**config.mk**
```make
export PLATFORM = sky130hd
export DESIGN_NAME = wdr_watchdog_reset_timer
export DESIGN_NICKNAME = d
export VERILOG_FILES = /design/src/hw/wdr_pkg.sv /design/src/hw/wdr_watchdog_reset_timer.sv
export SDC_FILE = /design/constraint.sdc
export NUM_CORES = 1
export LEC_CHECK = 0
export ABC_AREA = 1
export ABC_CLOCK_PERIOD_IN_PS = 4550
export BUFFER_PORTS_ARGS = -buffer_cell sky130_fd_sc_hd__buf_2
export CAP_MARGIN = 10
export CORE_MARGIN = 2
export CORE_UTILIZATION = 55
export CTS_BUF_LIST = sky130_fd_sc_hd__clkbuf_4
export DETAILED_ROUTE_END_ITERATION = 8
export GPL_TIMING_DRIVEN = 0
export PLACE_DENSITY = 0.78
export SLEW_MARGIN = 20
export SYNTH_ARGS = -nofsm -noshare
export SYNTH_HDL_FRONTEND = slang
export SYNTH_SLANG_ARGS = --single-unit
```
**constraint.sdc**
```tcl
create_clock -name i_core_clk -period 4.55 [get_ports i_core_clk]
set_input_delay 0.2275 -clock i_core_clk [delete_from_list [all_inputs] [get_ports i_core_clk]]
set_output_delay 0.2275 -clock i_core_clk [all_outputs]
set_load 0.05 [all_outputs]
```
**src/hw/wdr_pkg.sv**
```systemverilog
`default_nettype none
// ==========================================================
// Watchdog constants
package wdr_pkg;
   // Timeout period: 256*256*16 system clocks
   localparam int unsigned WDR_TIMEOUT_CYCLES = 256 * 256 * 16;
   localparam int unsigned WDR_CNT_W = 20;
   // Special register address that clears the watchdog
   localparam int unsigned WDR_ADDR_W = 5;
   localparam logic [4:0] WDR_ROM_DATA_HIGH_NIBBLE_ADDR = 5'h1d;
   // Reset length of the overflow reset pulse, in clocks
   localparam int unsigned WDR_RST_PULSE_CYCLES = 4;
   localparam int unsigned WDR_PULSE_W = 3;
   // Counter state encoding
   typedef enum logic [1:0]
   {
      WDR_ST_OFF = 2'b00,
      WDR_ST_RUN = 2'b01,
      WDR_ST_FIRE = 2'b10
   } wdr_state_t;
endpackage
`default_nettype wire

```
**src/hw/wdr_watchdog_reset_timer.sv**
```systemverilog
`timescale 1ns/10ps
`default_nettype none
// ==========================================================
// Overview of operation
// Counter returns to zero on wake-up, any system reset, or software clear.
// Timeout after 256*256*16 system clocks since last clear.
// Any write to register 1dh clears the watchdog and restarts the period.
// Software must clear before timeout while the watchdog is enabled.
// Overflow asserts a whole-system reset request.
// Executing halt clears the counter.
// Watchdog exists and acts only when the build option enables it.
// Option off: counter held at zero, overflow reset never asserted.
module wdr_watchdog_reset_timer
#(
   parameter bit P_ENABLE = 1'b1,
   parameter int unsigned P_TIMEOUT_CYCLES = wdr_pkg::WDR_TIMEOUT_CYCLES
)
(
   // Clock and reset
   input wire logic i_core_clk,
   input wire logic i_reset,
   // Special register write port
   input wire logic i_reg_wr,
   input wire logic [wdr_pkg::WDR_ADDR_W-1:0] i_reg_addr,
   // Processor events
   input wire logic i_halt_exec,
   input wire logic i_wakeup,
   // Overflow reset and observation
   output logic o_wdt_reset,
   output logic [wdr_pkg::WDR_CNT_W-1:0] o_count
);
   import wdr_pkg::*;

   localparam logic [WDR_CNT_W-1:0] LAST_CNT = WDR_CNT_W'(P_TIMEOUT_CYCLES - 1);
   localparam logic [WDR_PULSE_W-1:0] PULSE_LAST = WDR_PULSE_W'(WDR_RST_PULSE_CYCLES - 1);

   // ==========================================================
   // Clear decode
   logic clear_req;
   assign clear_req = (i_reg_wr && (i_reg_addr == WDR_ROM_DATA_HIGH_NIBBLE_ADDR))
                      || i_halt_exec
                      || i_wakeup;

   // ==========================================================
   // State, counter and pulse length
   wdr_state_t state_q;
   logic [WDR_CNT_W-1:0] cnt_q;
   logic [WDR_PULSE_W-1:0] pulse_q;

   // Sequencing of run and fire phases
   always_ff @(posedge i_core_clk or posedge i_reset)
   begin
      if (i_reset)
      begin
         state_q <= WDR_ST_OFF;
      end
      else
      begin
         case (state_q)
            WDR_ST_OFF:
            begin
               if (P_ENABLE)
               begin
                  state_q <= WDR_ST_RUN;
               end
            end
            WDR_ST_RUN:
            begin
               if (!clear_req && cnt_q == LAST_CNT)
               begin
                  state_q <= WDR_ST_FIRE;
               end
            end
            WDR_ST_FIRE:
            begin
               if (pulse_q == PULSE_LAST)
               begin
                  state_q <= WDR_ST_RUN;
               end
            end
            default:
            begin
               state_q <= WDR_ST_OFF;
            end
         endcase
      end
   end

   // Timeout counter
   always_ff @(posedge i_core_clk or posedge i_reset)
   begin
      if (i_reset)
      begin
         cnt_q <= '0;
      end
      else if (!P_ENABLE || state_q != WDR_ST_RUN || clear_req || cnt_q == LAST_CNT)
      begin
         // Wrap to zero at terminal count as the fire phase starts
         cnt_q <= '0;
      end
      else
      begin
         cnt_q <= cnt_q + 1'b1;
      end
   end

   // Length of the overflow reset pulse
   always_ff @(posedge i_core_clk or posedge i_reset)
   begin
      if (i_reset)
      begin
         pulse_q <= '0;
      end
      else if (state_q == WDR_ST_FIRE)
      begin
         pulse_q <= pulse_q + 1'b1;
      end
      else
      begin
         pulse_q <= '0;
      end
   end

   // Registered outputs
   always_ff @(posedge i_core_clk or posedge i_reset)
   begin
      if (i_reset)
      begin
         o_wdt_reset <= 1'b0;
         o_count <= '0;
      end
      else
      begin
         o_wdt_reset <= P_ENABLE && (state_q == WDR_ST_FIRE);
         o_count <= cnt_q;
      end
   end
endmodule // wdr_watchdog_reset_timer
`default_nettype wire

```
---- Word-level counts from Yosys, hierarchy flattened ----
Index checks and enable logic that the tools add are counted.
word-level totals
  flip-flop bits (word level) ............. 46
  input bits .............................. 10
  output and inout port bits .............. 21
  word-level logic and storage cells ...... 29
operators by class
  add/sub/neg operators ................... 2
  equal/unequal tests ..................... 8
  multiplexer cells ....................... 5
  reduce and logical (&&, ||, !) cells .... 9
operator list
  operator                 number
  $add A20 B1 Y20 const B  1
  $eq A20 B20 Y1 const B   1
  $mux W20                 1
  $pmux W2 S3              1
  $eq A5 B5 Y1 const B     1
  $logic_or A1 B1 Y1       4
  $mux W2                  2
  $ne A2 B2 Y1 const B     2
  $add A3 B1 Y3 const B    1
  $eq A3 B2 Y1 const B     1
  $mux W3                  1
  $eq A2 B1 Y1 const B     1
  $eq A2 B2 Y1 const B     1
  $logic_and A1 B1 Y1      2
  $logic_not A2 Y1         1
  $ne A2 B1 Y1 const B     1
  $reduce_and A2 Y1        1
  $logic_not A1 Y1         1

---- Logic depth before layout (Yosys ltp) ----
  word-level depth ........................ 8
  depth in mapped cells ................... 9
  mapped depth without buffers ............ 8

---- Least setup slack after synthesis ----
Ideal clock, no wire load.
  kind .................................... reg2reg
  start ................................... reg cnt_q[0]
  end ..................................... reg cnt_q[14]
  setup time .............................. 119 ps
  data arrival time ....................... 1372 ps
  required time ........................... 4431 ps
  setup slack ............................. 3059 ps
  stages on the path, launching flop included .. 10
  path buffers ............................ 1
  period minus slack after synthesis ...... 1491 ps
  cell sequence ........................... dfrtp_1 -> ha_1 -> nand2_2 -> nor2_4 -> nand2_2 -> nor2_4 -> nand2_4 -> nand2_4 -> buf_8 -> nor2_1
on the way
  word-level cells in the longest chain between the ends .. 3
  elaborated cells on any way between the ends .. 4
  classes of those cells .................. add/sub (1); eq/ne (1); mux (1); reduce/logical (1)
RTL lines
  what                                                     RTL line                         source
  start, declared                                          wdr_watchdog_reset_timer.sv:47   logic [WDR_CNT_W-1:0] cnt_q;
  start signal, assigned                                   wdr_watchdog_reset_timer.sv:103  cnt_q <= cnt_q + 1'b1;
  branches (longest 2 deep; another with $add A20 B1 Y20)  -
  $mux W20 (*)                                             wdr_watchdog_reset_timer.sv:96   else if (!P_ENABLE || state_q != WDR_ST_RUN || clear_req || cnt_q == LAST_CNT)
Every way passes the cells marked *.
A chain may end at the register's enable or synchronous reset.

---- Worst setup path in the final report ----
  start ................................... reg cnt_q[0]
  end ..................................... reg cnt_q[13]
Same word-level chain as after synthesis.

==> summary.txt <==
STA
  – Slew @ Worst Pin: 0.389 ns
  – Endpoints failing hold: 0
  – Slew Limit Fails: 0
  – Worst Slack Setup Final: 2.80 ns
  – Final period util: between 30 and 40%
  – Slew margin rel.: roughly 74%
  – Setup TNS: 0 ns
  – Max Freq: 0.571 GHz
  – Unrepaired setup endpoints after global routing: no
  – Clk_skew: 0.00628 ns
  – Final min period: ~1.8 ns
  – Final setup viols: 0

Setup path
  – Worst R2R Path Depth: 9
  – Reg-to-reg startpoint: cnt_q[0]$_DFF_PP0_
  – Critical R2R Capture: cnt_q[13]$_DFF_PP0_
  – Worst-path maximum fanout: 10
  – Internal reg-to-reg setup slack: 2.80 ns
  – WP data arrival: 2.01 ns
  – Type of the worst setup path: register to register
  – CP Data Required Time: 4.81 ns
  – CP startpoint kind: register
  – Setup crit end kind: register

Logic synthesis
  – Synth Register Bits: 46
  – Synth top area share: 60.8%
  – Ys flop type: dfrtp_1
  – Yosys cell types: 18
  – Post-synth EDFFs: 0
  – Syn Nets: roughly 210
  – Top post-synthesis cells by area: dfrtp_1, nand2_1, nor2_1
  – Mean Syn Cell Area: 9.42 sq um
  – Synthesis Warnings: 0
  – Yosys top cell by area: dfrtp_1
  – Most frequent cell after synthesis: nand2_1
  – Post-synth ARST share: 100%
  – Synthesized area: 1890 sq um
  – Seq/Total Area, Yosys: between 60% and 70%
  – Synth top cells by count: nand2_1, nor2_1, dfrtp_1
  – Post-Syn Instances: 201

Clocking
  – CTS Root Cell: clkbuf_4
  – Num CTS Buffers: 5
  – # clock sinks: 46
  – CTS tree: yes
  – Post-CTS Setup Bufs: 0
  – Clk buf depth: 2
  – Clock insertion delay at the later pin of the skew report: roughly 0.35 ns
  – Clock Pin Slew Worst Setup and Hold Paths: approximately 0.12 ns
  – Clock H-tree levels: 2

Route
  – Initial DRC count: ~80
  – Final wirelength: 3100 um
  – DR pass1 iterations: 4
  – Final ANT Viol Nets: 0
  – Via density: between 4 and 5
  – DR vias: 1330
  – Average wire per standard cell: 10.8 um
  – # DRC: 0

Global routing
  – Largest net degree at the start of global routing: 30
  – Vias in the first global route: 1257
  – First-pass GRT wire length: 5460 um
  – Overall Global Routing Usage: ~18%
  – Antenna violations before repair: 0
  – Grt total ovfl: 0

Floorplan
  – Die Span Y: 62.7 um
  – Chip width: 62.7 um
  – Die ar.: between 3000 and 4000 sq um
  – Core area: ~3300 sq um
  – Initial core utilization: 57.2%
  – I/O pin cnt: 31
  – Rows: 21

Pwr
  – Pwr/cell area: ~280 nW/um^2
  – Leakage: about 0.0011 uW
  – Peak VDD IR: 0.000201 V

Placed design
  – Port Buf Inserts: 30
  – Pre-CTS setup slack: 2.79 ns
  – Post-DP HPWL: 2260 um
  – Placer Congestion: between 0.8 and 0.9

Min path
  – Worst hold path type: input port to register
  – Worst Hold Launch: i_wakeup
  – Hold Path End: cnt_q[2]$_DFF_PP0_
  – Hold Path Cell Cnt: 6

Final layout
  – Layout area overhead: 15.4%
  – Share of post-route cells with drive strength above 1: 21.2%
  – Antenna diode instance count: 0
  – Fin nets: 253

Flow run
  – Max Cap Violations: 0

Run status
  – Status: complete, no violations
worst max-delay path, cell delays in order, from the launching register on:
cell,delay (ns)
dfrtp_1,0.41
ha_1,0.28
nand2_2,0.11
nor2_4,0.16
nand2_2,0.11
nor2_4,0.18
nand2_4,0.08
nand2_4,0.14
buf_8,0.15
nor2_1,0.05
cells by family after synthesis:
kind of cell | Yosys count | synth area share (%)
xor+xnor | 10 | 4.63
compound gates | 3 | 0.793
fa+ha+maj | 3 | 1.98
flops | 46 | 60.8
simple gates | 117 | 26.8
buf+inv | 22 | 4.96
worst max path at each step:
stage | depth (start not counted) | to | slack [ns] | from
4_1_cts | 9 | cnt_q[6]$_DFF_PP0_ | 2.76 | cnt_q[0]$_DFF_PP0_
5_1_grt | 9 | cnt_q[14]$_DFF_PP0_ | 2.64 | cnt_q[0]$_DFF_PP0_
3_5_place_dp | 9 | cnt_q[15]$_DFF_PP0_ | 2.79 | cnt_q[0]$_DFF_PP0_
6_report | 9 | cnt_q[13]$_DFF_PP0_ | 2.80 | cnt_q[0]$_DFF_PP0_
3_3_place_gp | 2 | o_count[0]$_DFF_PP0_ | 2.75 | i_reset
2_1_floorplan | 9 | cnt_q[14]$_DFF_PP0_ | 3.06 | cnt_q[0]$_DFF_PP0_
cells in the final DEF, fill, tap and decap left out, drive strengths merged:
master       synthesis  final
clkbuf               0      6
nand2               53     53
o21ai                1      1
a21oi                2      2
nor2                52     52
xnor2                5      5
ha                   3      3
inv                 21     21
or2                  1      1
dlygate4sd3          0      1
clkinv               0      2
buf                  1     32
nand3                9      9
xor2                 5      5
nor3                 2      2
dfrtp               46     46
state kept, by name, summed over array words and instances, names as in the netlist:
name         cells
cnt_q           20
o_count         20
pulse_q          3
state_q          2
o_wdt_reset      1
cell type report:
cell class | instances | area [sq um]
inverter | 21 | 78.8
buffer | 1 | 15.0
fill | 294 | 1130
tap | 46 | 57.6
clock buffer | 6 | 45.0
timing repair buffer | 32 | 180
sequential | 46 | 1150
clock inverter | 2 | 8.76
multi-input combinational | 133 | 648
per-layer routing:
layer / vias to the layer above / wire (um) / track usage [%]
li1: 684 / - / -
met1: 618 / 1450 / 23.3
met2: 22 / 1460 / 29.4
met3: 6 / 121 / 5.41
met4: 0 / 63 / 8.33
met5: - / 0 / 0
stage by stage:
stage	instances	instance area (sq um)	utilization [%]	hold slack, ns	total power [uW]
after global placement	277	2100	63.5	0.388	443
after global routing	287	2180	66.0	0.320	656
after floorplan	201	1890	-	0.375	435
after CTS	287	2180	66.0	0.246	631
after detailed placement	278	2120	64.1	0.238	446
final	287	2180	66.0	0.256	621
what timing repair did:
action,CTS,global route
endpoints found under the hold margin,17,0
hold buffers,1,0
resized for setup,0,0
power by group:
group	leakage [uW]	total [uW]	switching [uW]	internal, uW
clock	0.0000331	183	119	64.1
sequential	0.000636	411	0.954	410
combinational	0.000420	26.4	17.6	8.84
total	0.00109	621	138	483
(Power assumes the default switching activity.)
